===== src/rtl/tam_regs.vh =====
`ifndef TAM_REGS_VH
`define TAM_REGS_VH

// command byte offsets
`define TAM_OFS_ALARM2_MASK       8'h0D
`define TAM_OFS_ALARM3_MASK       8'h0E
`define TAM_OFS_LOCAL_LIMIT       8'h40
`define TAM_OFS_R1_ALARM1_LIMIT   8'h41
`define TAM_OFS_R2_ALARM1_LIMIT   8'h42
`define TAM_OFS_R1_ALARM23_LIMIT  8'h49
`define TAM_OFS_R2_ALARM23_LIMIT  8'h4A
`define TAM_OFS_COMMON_HYST       8'h5A
`define TAM_OFS_MAKER_CODE        8'hFE
`define TAM_OFS_REVISION_CODE     8'hFF

// power-on values
`define TAM_RST_ALARM2_MASK       8'h00
`define TAM_RST_ALARM3_MASK       8'h07
`define TAM_RST_LOCAL_LIMIT       8'h55
`define TAM_RST_ALARM1_LIMIT      8'h6E
`define TAM_RST_ALARM23_LIMIT     8'h55
`define TAM_RST_COMMON_HYST       8'h0A

// writable bits of the mixed registers
`define TAM_WMASK_ALARM_MASK      8'h07
`define TAM_WMASK_LOCAL_LIMIT     8'h7F
`define TAM_WMASK_COMMON_HYST     8'h1F

// channel field positions inside the mask registers
`define TAM_BIT_LOCAL             0
`define TAM_BIT_REMOTE1           1
`define TAM_BIT_REMOTE2           2

// arbitrary identity values, not tied to any real part
`define TAM_ID_MAKER              8'h3C
`define TAM_ID_REVISION           8'h21

`endif


===== src/rtl/tam_chan_cmp.v =====
`timescale 1ns/1ns
`default_nettype none

module tam_chan_cmp (
  // clock and reset
  input  wire       clk,
  input  wire       resetn,
  // conversion result
  input  wire       update,
  input  wire [7:0] reading,
  // thresholds
  input  wire [7:0] limit,
  input  wire [7:0] hyst,
  // status bit
  output reg        status_q
);

  reg  [8:0] clr_diff;
  reg  [7:0] clr_thr;
  reg        status_d;

  // clear threshold sits hyst below the limit; saturates at zero, so a
  // limit below the hysteresis keeps a set bit latched until limit is raised
  always @* begin
    clr_diff = {1'b0, limit} - {1'b0, hyst};
    clr_thr  = clr_diff[8] ? 8'h00 : clr_diff[7:0];
  end

  // set at or above limit, clear only below the lowered threshold
  always @* begin
    status_d = status_q;
    if (update) begin
      if (reading >= limit) begin
        status_d = 1'b1;
      end else if (reading < clr_thr) begin
        status_d = 1'b0;
      end
    end
  end

  always @(posedge clk or negedge resetn) begin
    if (!resetn) begin
      status_q <= 1'b0;
    end else begin
      status_q <= status_d;
    end
  end

endmodule // tam_chan_cmp

`default_nettype wire


===== src/rtl/tam_limits.v =====
`timescale 1ns/1ns
`default_nettype none
`include "tam_regs.vh"

module tam_limits (
  // clock and reset
  input  wire       SYS_CLK,
  input  wire       RESETN,
  // command byte register port from the management bus engine
  input  wire [7:0] CMD_ADDR,
  input  wire       CMD_WR,
  input  wire [7:0] CMD_WDATA,
  output reg  [7:0] CMD_RD_DATA,
  // conversion results, whole degrees, unsigned
  input  wire       CONV_DONE,
  input  wire [7:0] LOCAL_TEMP,
  input  wire [7:0] REMOTE1_TEMP,
  input  wire [7:0] REMOTE2_TEMP,
  // alarm-1 mask held outside this block
  input  wire [2:0] ALARM1_MASK,
  // alarm pins, active low
  output reg        ALARM_OUT_1_N,
  output reg        ALARM_OUT_2_N,
  output reg        ALARM_OUT_3_N,
  // status bits, {remote2, remote1, local}
  output wire [2:0] ALARM1_STATUS,
  output wire [2:0] ALARM2_STATUS,
  output wire [2:0] ALARM3_STATUS
);

  // programmable registers
  reg  [7:0] alarm2_mask_q;
  reg  [7:0] alarm3_mask_q;
  reg  [7:0] local_limit_q;
  reg  [7:0] remote1_alarm1_limit_q;
  reg  [7:0] remote2_alarm1_limit_q;
  reg  [7:0] remote1_alarm23_limit_q;
  reg  [7:0] remote2_alarm23_limit_q;
  reg  [7:0] common_hysteresis_q;

  // status from the comparators
  wire       local_alarm1_status;
  wire       remote1_alarm1_status;
  wire       remote2_alarm1_status;
  wire       local_alarm2_status;
  wire       remote1_alarm2_status;
  wire       remote2_alarm2_status;
  wire [2:0] alarm1_vec;
  wire [2:0] alarm23_vec;

  // one address compare used by the write path; the read path decodes with its own case
  function hit;
    input [7:0] addr;
    input [7:0] ofs;
    begin
      hit = (addr == ofs);
    end
  endfunction

  // read mux; reserved bits come back as stored zeros, the read-only identity codes as constants
  function [7:0] read_mux;
    input [7:0] addr;
    begin
      case (addr)
        `TAM_OFS_ALARM2_MASK:      read_mux = alarm2_mask_q;
        `TAM_OFS_ALARM3_MASK:      read_mux = alarm3_mask_q;
        `TAM_OFS_LOCAL_LIMIT:      read_mux = local_limit_q;
        `TAM_OFS_R1_ALARM1_LIMIT:  read_mux = remote1_alarm1_limit_q;
        `TAM_OFS_R2_ALARM1_LIMIT:  read_mux = remote2_alarm1_limit_q;
        `TAM_OFS_R1_ALARM23_LIMIT: read_mux = remote1_alarm23_limit_q;
        `TAM_OFS_R2_ALARM23_LIMIT: read_mux = remote2_alarm23_limit_q;
        `TAM_OFS_COMMON_HYST:      read_mux = common_hysteresis_q;
        `TAM_OFS_MAKER_CODE:       read_mux = `TAM_ID_MAKER;
        `TAM_OFS_REVISION_CODE:    read_mux = `TAM_ID_REVISION;
        default:                   read_mux = 8'h00;
      endcase
    end
  endfunction

  // register writes; the write masks keep reserved bits at zero so no
  // read path needs its own masking
  always @(posedge SYS_CLK or negedge RESETN) begin
    if (!RESETN) begin
      alarm2_mask_q           <= `TAM_RST_ALARM2_MASK;
      alarm3_mask_q           <= `TAM_RST_ALARM3_MASK;
      local_limit_q           <= `TAM_RST_LOCAL_LIMIT;
      remote1_alarm1_limit_q  <= `TAM_RST_ALARM1_LIMIT;
      remote2_alarm1_limit_q  <= `TAM_RST_ALARM1_LIMIT;
      remote1_alarm23_limit_q <= `TAM_RST_ALARM23_LIMIT;
      remote2_alarm23_limit_q <= `TAM_RST_ALARM23_LIMIT;
      common_hysteresis_q     <= `TAM_RST_COMMON_HYST;
    end else if (CMD_WR) begin
      if (hit(CMD_ADDR, `TAM_OFS_ALARM2_MASK)) begin
        alarm2_mask_q <= CMD_WDATA & `TAM_WMASK_ALARM_MASK;
      end
      if (hit(CMD_ADDR, `TAM_OFS_ALARM3_MASK)) begin
        alarm3_mask_q <= CMD_WDATA & `TAM_WMASK_ALARM_MASK;
      end
      if (hit(CMD_ADDR, `TAM_OFS_LOCAL_LIMIT)) begin
        local_limit_q <= CMD_WDATA & `TAM_WMASK_LOCAL_LIMIT;
      end
      if (hit(CMD_ADDR, `TAM_OFS_R1_ALARM1_LIMIT)) begin
        remote1_alarm1_limit_q <= CMD_WDATA;
      end
      if (hit(CMD_ADDR, `TAM_OFS_R2_ALARM1_LIMIT)) begin
        remote2_alarm1_limit_q <= CMD_WDATA;
      end
      if (hit(CMD_ADDR, `TAM_OFS_R1_ALARM23_LIMIT)) begin
        remote1_alarm23_limit_q <= CMD_WDATA;
      end
      if (hit(CMD_ADDR, `TAM_OFS_R2_ALARM23_LIMIT)) begin
        remote2_alarm23_limit_q <= CMD_WDATA;
      end
      if (hit(CMD_ADDR, `TAM_OFS_COMMON_HYST)) begin
        common_hysteresis_q <= CMD_WDATA & `TAM_WMASK_COMMON_HYST;
      end
    end
  end

  // registered read data, one cycle behind the address
  always @(posedge SYS_CLK or negedge RESETN) begin
    if (!RESETN) begin
      CMD_RD_DATA <= 8'h00;
    end else begin
      CMD_RD_DATA <= read_mux(CMD_ADDR);
    end
  end

  // alarm-1 comparators: dedicated remote limits, common local limit
  tam_chan_cmp u_local_a1 (
    .clk      (SYS_CLK),
    .resetn   (RESETN),
    .update   (CONV_DONE),
    .reading  (LOCAL_TEMP),
    .limit    (local_limit_q),
    .hyst     (common_hysteresis_q),
    .status_q (local_alarm1_status)
  );

  tam_chan_cmp u_remote1_a1 (
    .clk      (SYS_CLK),
    .resetn   (RESETN),
    .update   (CONV_DONE),
    .reading  (REMOTE1_TEMP),
    .limit    (remote1_alarm1_limit_q),
    .hyst     (common_hysteresis_q),
    .status_q (remote1_alarm1_status)
  );

  tam_chan_cmp u_remote2_a1 (
    .clk      (SYS_CLK),
    .resetn   (RESETN),
    .update   (CONV_DONE),
    .reading  (REMOTE2_TEMP),
    .limit    (remote2_alarm1_limit_q),
    .hyst     (common_hysteresis_q),
    .status_q (remote2_alarm1_status)
  );

  // alarm-2/3 comparators: one shared set serves both outputs, since the
  // limits and hysteresis are identical the status could never differ
  tam_chan_cmp u_local_a23 (
    .clk      (SYS_CLK),
    .resetn   (RESETN),
    .update   (CONV_DONE),
    .reading  (LOCAL_TEMP),
    .limit    (local_limit_q),
    .hyst     (common_hysteresis_q),
    .status_q (local_alarm2_status)
  );

  tam_chan_cmp u_remote1_a23 (
    .clk      (SYS_CLK),
    .resetn   (RESETN),
    .update   (CONV_DONE),
    .reading  (REMOTE1_TEMP),
    .limit    (remote1_alarm23_limit_q),
    .hyst     (common_hysteresis_q),
    .status_q (remote1_alarm2_status)
  );

  tam_chan_cmp u_remote2_a23 (
    .clk      (SYS_CLK),
    .resetn   (RESETN),
    .update   (CONV_DONE),
    .reading  (REMOTE2_TEMP),
    .limit    (remote2_alarm23_limit_q),
    .hyst     (common_hysteresis_q),
    .status_q (remote2_alarm2_status)
  );

  // status vectors in mask bit order
  assign alarm1_vec    = {remote2_alarm1_status, remote1_alarm1_status, local_alarm1_status};
  assign alarm23_vec   = {remote2_alarm2_status, remote1_alarm2_status, local_alarm2_status};
  assign ALARM1_STATUS = alarm1_vec;
  assign ALARM2_STATUS = alarm23_vec;
  assign ALARM3_STATUS = alarm23_vec;

  // alarm pins: OR of unmasked status, driven low when active; a mask
  // change takes effect on the next edge without waiting for a conversion
  always @(posedge SYS_CLK or negedge RESETN) begin
    if (!RESETN) begin
      ALARM_OUT_1_N <= 1'b1;
      ALARM_OUT_2_N <= 1'b1;
      ALARM_OUT_3_N <= 1'b1;
    end else begin
      ALARM_OUT_1_N <= ~|(alarm1_vec & ~ALARM1_MASK);
      ALARM_OUT_2_N <= ~|(alarm23_vec & ~alarm2_mask_q[2:0]);
      ALARM_OUT_3_N <= ~|(alarm23_vec & ~alarm3_mask_q[2:0]);
    end
  end

endmodule // tam_limits

`default_nettype wire


===== config.mk =====
export PLATFORM = sky130hd
export DESIGN_NAME = tam_limits
export DESIGN_NICKNAME = d
export VERILOG_FILES = /design/src/rtl/tam_chan_cmp.v /design/src/rtl/tam_limits.v
export VERILOG_INCLUDE_DIRS = /design/src /design/src/rtl
export SDC_FILE = /design/constraint.sdc
export NUM_CORES = 1
export LEC_CHECK = 0
export ABC_AREA = 1
export BUFFER_PORTS_ARGS = -buffer_cell sky130_fd_sc_hd__buf_2
export CAP_MARGIN = 5
export CORE_AREA = 2 2 119 121
export DETAILED_ROUTE_END_ITERATION = 6
export DIE_AREA = 0 0 121 123
export GPL_ROUTABILITY_DRIVEN = 0
export HOLD_SLACK_MARGIN = 0.03
export PLACE_DENSITY_LB_ADDON = 0.12
export SLEW_MARGIN = 15
export SYNTH_ARGS = -nofsm -noshare
export SYNTH_HDL_FRONTEND = slang
export SYNTH_HIERARCHICAL = 1
export SYNTH_SLANG_ARGS = --single-unit

===== constraint.sdc =====
create_clock -name SYS_CLK -period 2.72 [get_ports SYS_CLK]
set_input_delay 0 -clock SYS_CLK [delete_from_list [all_inputs] [get_ports SYS_CLK]]
set_output_delay 0 -clock SYS_CLK [all_outputs]
set_load 0.02 [all_outputs]

==> results of run 1 <==
-- Yosys cell counts --
| cell type | count | area share (%) |
|---|---|---|
| buf_2 | 1 | 0.063 |
| o211a_1 | 6 | 0.76 |
| o21ai_0 | 30 | 1.9 |
| nor2_2 | 11 | 0.87 |
| fa_1 | 6 | 1.5 |
| nor2_8 | 2 | 0.50 |
| inv_2 | 8 | 0.38 |
| or2_0 | 6 | 0.47 |
| buf_4 | 10 | 0.94 |
| dfrtp_1 | 37 | 12 |
| o211ai_1 | 6 | 0.57 |
| nor2_4 | 6 | 0.85 |
| a31oi_1 | 6 | 0.47 |
| nand2_4 | 8 | 1.1 |
| nand2_2 | 27 | 2.1 |
| o21ai_1 | 16 | 1.0 |
| xor2_1 | 6 | 0.66 |
| conb_1 | 1 | 0.047 |
| a21oi_1 | 76 | 4.8 |
| or2_2 | 24 | 1.9 |
| buf_6 | 6 | 0.85 |
| o22ai_1 | 3 | 0.24 |
| ha_1 | 138 | 22 |
| nand4_1 | 14 | 1.1 |
| o21a_1 | 13 | 1.2 |
| inv_1 | 216 | 10 |
| nor2_1 | 47 | 2.2 |
| nand2_1 | 273 | 13 |
| dfstp_2 | 30 | 9.9 |
| a21oi_2 | 6 | 0.66 |
| o21ai_2 | 13 | 1.4 |
| o2111ai_1 | 6 | 0.66 |
| nand3_1 | 67 | 4.2 |
| nor3_1 | 2 | 0.13 |
-- flip-flops by register name, indices dropped and copies added (netlist names) --
register / cells
remote2_alarm1_limit_q: 8
remote1_alarm23_limit_q: 8
u_remote2_a1/status_q: 1
ALARM_OUT_1_N: 1
remote1_alarm1_limit_q: 8
alarm2_mask_q: 3
u_remote1_a23/status_q: 1
ALARM_OUT_3_N: 1
CMD_RD_DATA: 8
common_hysteresis_q: 5
remote2_alarm23_limit_q: 8
u_remote1_a1/status_q: 1
ALARM_OUT_2_N: 1
alarm3_mask_q: 3
u_local_a1/status_q: 1
u_local_a23/status_q: 1
u_remote2_a23/status_q: 1
local_limit_q: 7
-- worst max-delay path, stage by stage (launching register included) --
cell     delay (ns)
dfstp_4        0.54
buf_8          0.16
buf_4          0.15
fa_2           0.33
inv_2          0.07
nand3_1        0.09
nand2_2        0.13
a31oi_2        0.10
or2_2          0.29
nand3_2        0.07
ha_1           0.22
nand2_1        0.09
o211a_1        0.15
nand2_1        0.05
nand2_1        0.05
nand2_1        0.04
-- layer usage --
| layer | up-vias | wire (microns) | track usage, % | share of wire, % |
|---|---|---|---|---|
| li1 | 3837 | - | - | - |
| met1 | 3497 | 9900 | 39.5 | 46 |
| met2 | 182 | 10100 | 50.4 | 47 |
| met3 | 22 | 1070 | 4.47 | 5.0 |
| met4 | 0 | 323 | 6.69 | 1.5 |
| met5 | - | 0 | 0 | 0 |
-- power groups by stage --
stage	Combinational, mW	Sequential, mW	Clock, mW
2_1_floorplan	1.12	1.19	0
3_3_place_gp	1.43	1.24	0
3_5_place_dp	1.46	1.24	0
4_1_cts	1.49	1.22	1.27
5_1_grt	1.93	1.23	1.30
6_report	1.70	1.22	1.25
-- per-stage QoR --
stage	instances	total power [mW]	TNS [ns]	cell area [sq um]	worst slack, ns
3_5_place_dp	1389	2.70	0	8530	0.0370
2_1_floorplan	1148	2.31	0	8030	0.251
6_report	1429	4.18	0	9410	0.0801
5_1_grt	1429	4.47	-0.129	9410	-0.0780
4_1_cts	1416	3.98	0	8950	0.0184
3_3_place_gp	1389	2.67	0	8530	0.0624
-- cells by family after synthesis --
kind of cell | count (synthesis)
fa+ha+maj | 144
buf+inv | 241
other cells | 1
flops | 67
xor+xnor | 6
compound gates | 181
simple gates | 487
-- layout make-up --
class / count / area [sq um]
clock inverters: 7 / 83.8
well taps: 180 / 225
clock buffers: 9 / 225
repair buffers: 102 / 652
flip-flops and latches: 67 / 1720
inverters: 224 / 843
fillers: 1192 / 4200
multi-input cells: 840 / 5660
-- worst max-delay path by stage --
stage                                        from                                  to  slack [ns]  cells past startpoint
6_report       common_hysteresis_q[1]$_DFFE_PN1P_     u_local_a1/status_q$_DFFE_PN0P_        0.08                     15
3_3_place_gp         local_limit_q[0]$_DFFE_PN1P_    u_local_a23/status_q$_DFFE_PN0P_        0.06                     15
2_1_floorplan        local_limit_q[0]$_DFFE_PN1P_    u_local_a23/status_q$_DFFE_PN0P_        0.25                     15
3_5_place_dp         local_limit_q[0]$_DFFE_PN1P_     u_local_a1/status_q$_DFFE_PN0P_        0.04                     15
4_1_cts        common_hysteresis_q[1]$_DFFE_PN1P_  u_remote1_a23/status_q$_DFFE_PN0P_        0.02                     14
5_1_grt        common_hysteresis_q[1]$_DFFE_PN1P_     u_local_a1/status_q$_DFFE_PN0P_       -0.08                     15
-- cell usage in the layout (no fill, tap or decap), drive strengths merged --
cell type and n:
nand2 308, inv 227, ha 138, buf 91, a21oi 82, nand3 67, nor2 66, o21ai 59
dfrtp 37, dfstp 30, or2 30, conb 22, nand4 14, o21a 13, dlygate4sd3 11, clkbuf 9
o211ai 6, xor2 6, o211a 6, o2111ai 6, fa 6, a31oi 6, o22ai 3, nor3 2
clkinv 2, clkinvlp 1, bufinv 1
-- timing repair --
action                                  4_1_cts  5_1_grt
buffers inserted                              0       13
hold buffers                                 11        0
hold endpoints to repair                     40        0
resized for setup                             0       78
endpoints found under the setup margin        0        6
==> reports/results.ini, run 1 <==
[min_path]
hold_start = CONV_DONE
hp-class = primary input to register
hold_path_depth = 3
holdPathEnd = u_remote1_a1/status_q$_DFFE_PN0P_

[timing]
final-hold-violation-count = 0
holdWs_ns = 0.0845
relSlewSlack_pct = 58.4
tightest_slew_ns = 0.625
setup_violations = 0
rsz0062_at_grt = true
min_period_ns = 2.64
drv_slew = 0
clock.fmax_ghz = 0.379
period_share_pct = 97.1
final.setup_skew_ns = 0.00550

[synth]
synth_area_sq_um = 7950
synth_fa_ha_area_share_pct = 23.2
syn_avg_cell_area_sq_um = 7.06
yosysSeqAreaShare_pct = 21.6
synth.area.mux_share_pct = 0
synth_compound_area_share_pct = 13.7
synthCells = 1127
yosys.area_share.simple_pct = 28.4
ys_ff_latch = 67
synth.distinct_cells = 34
ys_warn_count = 6
synth_top_family_by_area = simple AND/OR/NAND/NOR gates
synth_xor_area_share_pct = 0.661

[worst_setup_path]
r2r_cells = 15
worstSetupPathType = register to register
cp_max_fo = 7
worstReg2RegEnd = u_local_a1/status_q$_DFFE_PN0P_
crit-reg2reg-launch = common_hysteresis_q[1]$_DFFE_PN1P_
crit_arrival_ns = 2.88
r2r_slack_ns = 0.08
start_kind = register
worstPathRequired_ns = 2.96
crit_path_end_kind = register

[final_layout]
antenna_cells = 0
synthToLayoutAreaGrowth_pct = 18.4
fin_nets = 1435
drive_above_1_share_pct = 24.8
final_core_util_pct = 69.2

[route]
finalWirelength_mm = 21.4
post_drt_wl_per_cell_microns = 15.0
drt_iter0_drc = 662
vias = 7538
drcViolationCount = 0
drtPass1Iterations = 5
viasPerCell = 5.28
ant_nets = 0

[global_route]
grt.total_usage_pct = 29.5
grt_max_degree = 25
grt_pass1_vias = 6983
antenna_found_initial = 0
grt_pass1_wl_mm = 33.9
grt-ovfl-total = 0

[pwr]
switching_share_pct = 39.3
ir_drop_mv = 0.489
comb_power_share_pct = 40.7
leakagePower_nw = 4.91
p_switching_mw = 1.64
p_per_area_nw_per_um2 = 444
internal-power_mw = 2.54
clock_power_share_pct = 30.0
sequentialPowerShare_pct = 29.3

[placement]
io_buffer_count = 66
dpl.hpwl_mm = 16.0

[floorplan]
core_area_sq_um = 13600
die_area_sq_um = 14900
rows = 43
die_y_microns = 123
boundaryPins = 67
initial_core_util_pct = 58.4
die_w_microns = 121

[clock_network]
clock-sinks = 67
cts_buffers = 9
h-tree-depth = 3
worstSkewPairLatency_ns = 0.35
cts_tree = done
cts.path.max_buffers = 2
cts_root_buffer = clkbuf_16
path_clk_slew_ns = 0.06

[run]
cap_violations = 0

[status]
outcome = complete, no violations

Power figures use the tool's default switching activity.
==> run 2: changes to the inputs <==
CORE_AREA = 3 3 120 122   (was 2 2 119 121)
CTS_BUF_LIST = sky130_fd_sc_hd__clkbuf_8   (was default)
DIE_AREA = 0 0 123 125   (was 0 0 121 123)
==> run 2 against run 1 <==
Effect of this change: clock skew rose by 0.0088 ns; die area is 3.3% higher; worst setup slack gained 0.031 ns; register-to-register slack better by 0.03 ns; non-clock buffer count fell by 2; wire length down 1.9%; clock power shrank 23%; sequential share of layout area rose by 0.43 points; largest cell class unchanged.
==> reports/results.ini, run 2 (synthesized netlist as in run 1, its figures left out) <==
[status]
outcome = complete, no violations  ; unchanged

[worst_setup_path]
cp_max_fo = 7  ; unchanged
crit_buf_inv = 3  ; unchanged
cpMostUsedCell = nand2_1  ; unchanged
cp_top_family = simple AND/OR/NAND/NOR gates  ; unchanged
crit_path_start = common_hysteresis_q[1]$_DFFE_PN1P_  ; unchanged
crit_path_end_kind = register  ; unchanged
cp_num_cells = 15  ; unchanged
worstPathRequired_ns = 2.99  ; was 2.96 ns
r2r_cells = 15  ; unchanged
start_kind = register  ; unchanged
path_cells = buf_8 > buf_4 > fa_2 > inv_2 > nand3_1 > nand2_2 > a31oi_4 > or2_2 > nand3_1 > ha_1 > nand2_1 > o211a_1 > nand2_1 > nand2_1 > nand2_1  ; was buf_8 > buf_4 > fa_2 > inv_2 > nand3_1 > nand2_2 > a31oi_2 > or2_2 > nand3_2 > ha_1 > nand2_1 > o211a_1 > nand2_1 > nand2_1 > nand2_1
cpPeakStageDelay_ns = 0.52  ; was 0.54 ns
crit_arrival_ns = 2.88  ; about the same
worstSetupPathType = register to register  ; unchanged
slowest_stage = dfstp_4  ; unchanged
crit-reg2reg-launch = common_hysteresis_q[1]$_DFFE_PN1P_  ; unchanged

[global_route]
grt_max_degree = 68  ; was 25
antenna_found_initial = 0  ; unchanged
grt_pass1_vias = 6815  ; was 6983
grt.total_usage_pct = 27.0  ; was 29.5%
grt_pass1_wl_mm = 33.0  ; was 33.9 mm
grt-ovfl-total = 0  ; unchanged

[timing]
drv_slew = 0  ; unchanged
tns_ns = 0  ; unchanged
setup_violations = 0  ; unchanged
clock.fmax_ghz = 0.383  ; was 0.379 GHz
final-hold-violation-count = 0  ; unchanged
rsz0062_at_grt = true  ; unchanged
period_share_pct = 95.9  ; was 97.1%
min_period_ns = 2.61  ; was 2.64 ns
final.setup_skew_ns = 0.0143  ; was 0.00550 ns

[min_path]
hold_start = CONV_DONE  ; unchanged
hold_path_depth = 3  ; unchanged
hp-class = primary input to register  ; unchanged

[route]
drtPass1Iterations = 7  ; was 5
ant_nets = 0  ; unchanged
drt_iter0_drc = 555  ; was 662
finalWirelength_mm = 21.0  ; was 21.4 mm
drcViolationCount = 0  ; unchanged
vias = 7492  ; was 7538
post_drt_wl_per_cell_microns = 14.8  ; was 15.0 microns
viasPerCell = 5.26  ; was 5.28

[floorplan]
rows = 42  ; was 43
die_w_microns = 123  ; was 121 microns
die_area_sq_um = 15400  ; was 14900 sq um
die_y_microns = 125  ; was 123 microns
initial_core_util_pct = 59.8  ; was 58.4%
boundaryPins = 67  ; unchanged
core_area_sq_um = 13300  ; was 13600 sq um

[clock_network]
cts.path.max_buffers = 2  ; unchanged
cts_tree = done  ; unchanged
clock-sinks = 67  ; unchanged
path_clk_slew_ns = 0.08  ; was 0.06 ns
cts_buffers = 9  ; unchanged
h-tree-depth = 3  ; unchanged
worstSkewPairLatency_ns = 0.37  ; was 0.35 ns
cts_root_buffer = clkbuf_8  ; was clkbuf_16

[pwr]
leakagePower_nw = 4.86  ; was 4.91 nW
p_per_area_nw_per_um2 = 415  ; was 444 nW/um^2
ir_drop_mv = 0.428  ; was 0.489 mV

[final_layout]
synthToLayoutAreaGrowth_pct = 15.7  ; was 18.4%
final_common_cell = nand2_1  ; unchanged
stdcell_count = 1423  ; was 1429
antenna_cells = 0  ; unchanged
layout_common_cells = 272 x nand2_1, 213 x inv_1, 131 x ha_1, 66 x buf_2, 65 x nand3_1  ; was 268 x nand2_1, 208 x inv_1, 124 x ha_1, 66 x buf_2
fillers = 1103  ; was 1192
drive_above_1_share_pct = 22.7  ; was 24.8%
fin_nets = 1433  ; was 1435

[run]
cap_violations = 0  ; unchanged

[placement]
io_buffer_count = 66  ; unchanged
place_inst = 1383  ; was 1389
dpl.hpwl_mm = 15.9  ; was 16.0 mm

==> run 2: cell types whose count changed in the layout (fill, tap and decap cells not counted), moves of 3 or more <==
cell       change
ha_4           -7
nand3_2        -4
nand2_1        +4
clkbuf_16      -9
a21oi_2        -3
a21oi_1        +3
ha_1           +7
inv_1          +5
nand2_2        -5
clkbuf_8      +10
nand3_1        +4
==> run 2: worst paths after layout <==
| check | end | slack, ns |
|---|---|---|
| max | u_remote2_a1/status_q$_DFFE_PN0P_ | 0.11 |
| min | u_remote1_a1/status_q$_DFFE_PN0P_ | 0.06 |
| max reg2reg | u_remote2_a1/status_q$_DFFE_PN0P_ | 0.11 |
| min reg2reg | ALARM_OUT_3_N$_DFF_PN1_ | 0.50 |
| max in group asynchronous | common_hysteresis_q[3]$_DFFE_PN1P_ | 2.19 |
| min in group asynchronous | u_remote1_a23/status_q$_DFFE_PN0P_ | 0.18 |
==> run 2: report_power, final <==
group	internal, mW	leakage (nW)	switching (mW)
Combinational	0.671	3.97	0.965
Clock	0.537	0.119	0.431
Sequential	1.10	0.762	0.114
Total	2.31	4.86	1.51
==> run 2: layer usage <==
layer | up-vias | GRT usage, % | wire (microns)
met4 | 0 | 5.99 | 371
met2 | 212 | 42.1 | 9550
li1 | 3854 | - | -
met5 | - | 0 | 0
met3 | 23 | 5.33 | 1470
met1 | 3403 | 38.8 | 9620
==> run 2: metrics by stage <==
stage | utilization (%) | hold WS (ns) | worst slack [ns] | power, mW | area [sq um]
global route | 69.2 | 0.0518 | -0.0451 | 4.12 | 9200
floorplan | - | -0.296 | 0.251 | 2.31 | 8030
detailed placement | 64.1 | 0.0506 | 0.0259 | 2.69 | 8520
global placement | 64.1 | 0.0491 | 0.0775 | 2.66 | 8520
CTS | 66.6 | 0.0348 | 0.0216 | 3.68 | 8850
finish | 69.2 | 0.0618 | 0.111 | 3.82 | 9200
==> run 2: tightest hold or removal path, cell delays in order <==
cell	delay [ns]
buf_2	0.24
nand2_1	0.12
nand2_1	0.04
==> run 2: layout make-up <==
class / instances / area (sq um) / area share (%)
Inverter: 224 / 841 / 9.14
Sequential cell: 67 / 1720 / 18.7
Timing Repair Buffer: 100 / 646 / 7.02
Clock inverter: 6 / 81.3 / 0.884
Multi-Input combinational cell: 840 / 5550 / 60.3
Tap cell: 176 / 220 / 2.39
Clock buffer: 10 / 138 / 1.50
==> run 2: timing repair <==
item,in CTS,in global routing
endpoints found under the setup margin,0,6
gates resized for setup,0,54
hold endpoints to repair,98,0
hold buffers,11,0
buffers inserted,0,13
==> run 3: changes to the inputs <==
CORE_AREA = 4 4 121 123   (was 3 3 120 122)
DIE_AREA = 0 0 125 127   (was 0 0 123 125)
==> run 3 against run 2 <==
Effect of this change: sequential share of layout area down 0.21 points; die area up 3.3%; clock power down 11%; critical path type unchanged; largest power group unchanged; highest routed layer unchanged.
==> reports/results.ini, run 3 (synthesized netlist as in run 1, its figures left out) <==
[min_path]
hp-class = primary input to async pin  ; was primary input to register

[placement]
place_inst = 1393  ; was 1383
io_buffer_count = 66  ; unchanged
dpl.hpwl_mm = 16.6  ; was 15.9 mm

[clock_network]
worstSkewPairLatency_ns = 0.37  ; about the same
h-tree-depth = 3  ; unchanged
cts_tree = done  ; unchanged
cts_buffers = 9  ; unchanged
cts.path.max_buffers = 2  ; unchanged
clock-sinks = 67  ; unchanged
cts_root_buffer = clkbuf_8  ; unchanged
path_clk_slew_ns = 0.08  ; about the same

[timing]
holdWs_ns = 0.0409  ; was 0.0618 ns
clock.fmax_ghz = 0.381  ; was 0.383 GHz
final.setup_skew_ns = 0.00898  ; was 0.0143 ns
tightest_slew_ns = 0.577
min_period_ns = 2.63  ; was 2.61 ns
drv_slew = 0  ; unchanged
period_share_pct = 96.6  ; was 95.9%
relSlewSlack_pct = 61.5
final-hold-violation-count = 0  ; unchanged
setup_violations = 0  ; unchanged
rsz0062_at_grt = true  ; unchanged

[pwr]
switching_share_pct = 40.9  ; was 39.5%
leakagePower_nw = 4.87  ; was 4.86 nW
clock_power_share_pct = 22.8  ; was 25.3%
p_per_area_nw_per_um2 = 406  ; was 415 nW/um^2
design_power_total_mw = 3.77  ; was 3.82 mW
p_switching_mw = 1.54  ; was 1.51 mW
comb_power_share_pct = 44.9  ; was 42.8%
sequentialPowerShare_pct = 32.3  ; was 31.8%
internal-power_mw = 2.22  ; was 2.31 mW
ir_drop_mv = 0.363  ; was 0.428 mV

[final_layout]
fin_nets = 1439  ; was 1433
layout_common_cells = 267 x nand2_1, 211 x inv_1, 122 x ha_1, 66 x buf_2, 63 x a21oi_1  ; was 272 x nand2_1, 213 x inv_1, 131 x ha_1, 66 x buf_2, 65 x nand3_1
stdcell_count = 1433  ; was 1423
drive_above_1_share_pct = 24.3  ; was 22.7%
final_common_cell = nand2_1  ; unchanged
antenna_cells = 0  ; unchanged
fillers = 1246  ; was 1103
synthToLayoutAreaGrowth_pct = 16.6  ; was 15.7%
seq_area_sq_um = 1720  ; about the same
multiInputGateArea_sq_um = 5630  ; was 5550 sq um

[global_route]
grt-ovfl-total = 0  ; unchanged
grt_pass1_vias = 7238  ; was 6815
antenna_found_initial = 0  ; unchanged
grt_pass1_wl_mm = 35.2  ; was 33.0 mm
grt.total_usage_pct = 27.2  ; was 27.0%
grt_max_degree = 33  ; was 68

[route]
finalWirelength_mm = 21.6  ; was 21.0 mm
vias = 7564  ; was 7492
post_drt_wl_per_cell_microns = 15.0  ; was 14.8 microns
drtPass1Iterations = 5  ; was 7
drcViolationCount = 0  ; unchanged
viasPerCell = 5.28  ; was 5.26
ant_nets = 0  ; unchanged
drt_iter0_drc = 537  ; was 555

[worst_setup_path]
worstPathRequired_ns = 2.98  ; was 2.99 ns
worstSetupPathType = register to register  ; unchanged
cp_max_fo = 7  ; unchanged
r2r_slack_ns = 0.09  ; was 0.11 ns
start_kind = register  ; unchanged
crit_path_end_kind = register  ; unchanged
crit_arrival_ns = 2.89  ; was 2.88 ns

[floorplan]
core_area_sq_um = 13700  ; was 13300 sq um
die_area_sq_um = 15900  ; was 15400 sq um
boundaryPins = 67  ; unchanged
die_y_microns = 127  ; was 125 microns
rows = 43  ; was 42
die_w_microns = 125  ; was 123 microns
initial_core_util_pct = 58.2  ; was 59.8%

[run]
cap_violations = 0  ; unchanged

[status]
outcome = complete, no violations  ; unchanged

-- run 3: changes by cell type in the layout (fill, tap and decap cells not counted), sizes merged --
cell,previous run,this run
buf,89,95
clkinv,1,3
bufinv,2,1
clkbuf,10,9
clkinvlp,0,1
inv,227,226
-- run 3: layer usage --
metal	routed length (microns)	track usage [%]	share of wire, %
met3	1170	4.56	5.4
met5	0	0	0
met1	9760	37.0	45
met2	10100	45.0	47
met4	578	7.91	2.7
-- run 3: worst max-delay path, stage by stage, from the launching register on --
cell     delay [ns]
dfstp_2        0.68
buf_6          0.14
inv_2          0.04
ha_4           0.25
nand2_2        0.05
o21ai_2        0.16
nand2_1        0.08
nand2_1        0.07
a21oi_1        0.06
inv_1          0.07
or2_0          0.10
nand3_1        0.07
ha_1           0.31
a21oi_1        0.14
o211a_1        0.17
nand2_1        0.05
nand2_1        0.05
nand2_1        0.04
-- run 3: cell type report --
| class | count | area share, % |
|---|---|---|
| repair buffers | 106 | 7.18 |
| clock inverters | 7 | 0.742 |
| clock buffers | 9 | 1.34 |
| inverters | 224 | 9.07 |
| multi-input cells | 840 | 60.7 |
| well taps | 180 | 2.43 |
| flip-flops and latches | 67 | 18.5 |
-- run 3: timing repair --
action | in CTS | in global routing
hold buffers | 11 | 0
gates resized for setup | 0 | 64
hold endpoints to repair | 68 | 0
endpoints found under the setup margin | 0 | 6
setup buffers | 0 | 13
-- run 3: stage by stage --
step           setup TNS (ns)  setup WS, ns  area [sq um]  util [%]
3_3_place_gp                0        0.0858          8560      62.6
4_1_cts                     0        0.0215          8860      64.8
2_1_floorplan               0         0.251          8030         -
6_report                    0        0.0928          9270      67.9
3_5_place_dp                0        0.0388          8560      62.6
5_1_grt                -0.117       -0.0328          9270      67.9
-- run 3: final timing paths --
kind,to,depth (start not counted),startpoint
max,u_remote1_a23/status_q$_DFFE_PN0P_,17,common_hysteresis_q[1]$_DFFE_PN1P_
min,CMD_RD_DATA[3]$_DFF_PN0_,2,RESETN
max reg2reg,u_remote1_a23/status_q$_DFFE_PN0P_,17,common_hysteresis_q[1]$_DFFE_PN1P_
min reg2reg,ALARM_OUT_3_N$_DFF_PN1_,2,alarm3_mask_q[0]$_DFFE_PN1P_
max in group asynchronous,remote1_alarm23_limit_q[2]$_DFFE_PN1P_,3,RESETN
min in group SYS_CLK,u_remote1_a1/status_q$_DFFE_PN0P_,3,CONV_DONE
-- run 3: power by group through the flow --
stage / Clock, mW / Combinational [mW] / Sequential [mW]
2_1_floorplan: 0 / 1.12 / 1.19
3_3_place_gp: 0 / 1.45 / 1.23
3_5_place_dp: 0 / 1.49 / 1.23
4_1_cts: 0.873 / 1.51 / 1.22
5_1_grt: 0.920 / 1.93 / 1.23
6_report: 0.860 / 1.69 / 1.22
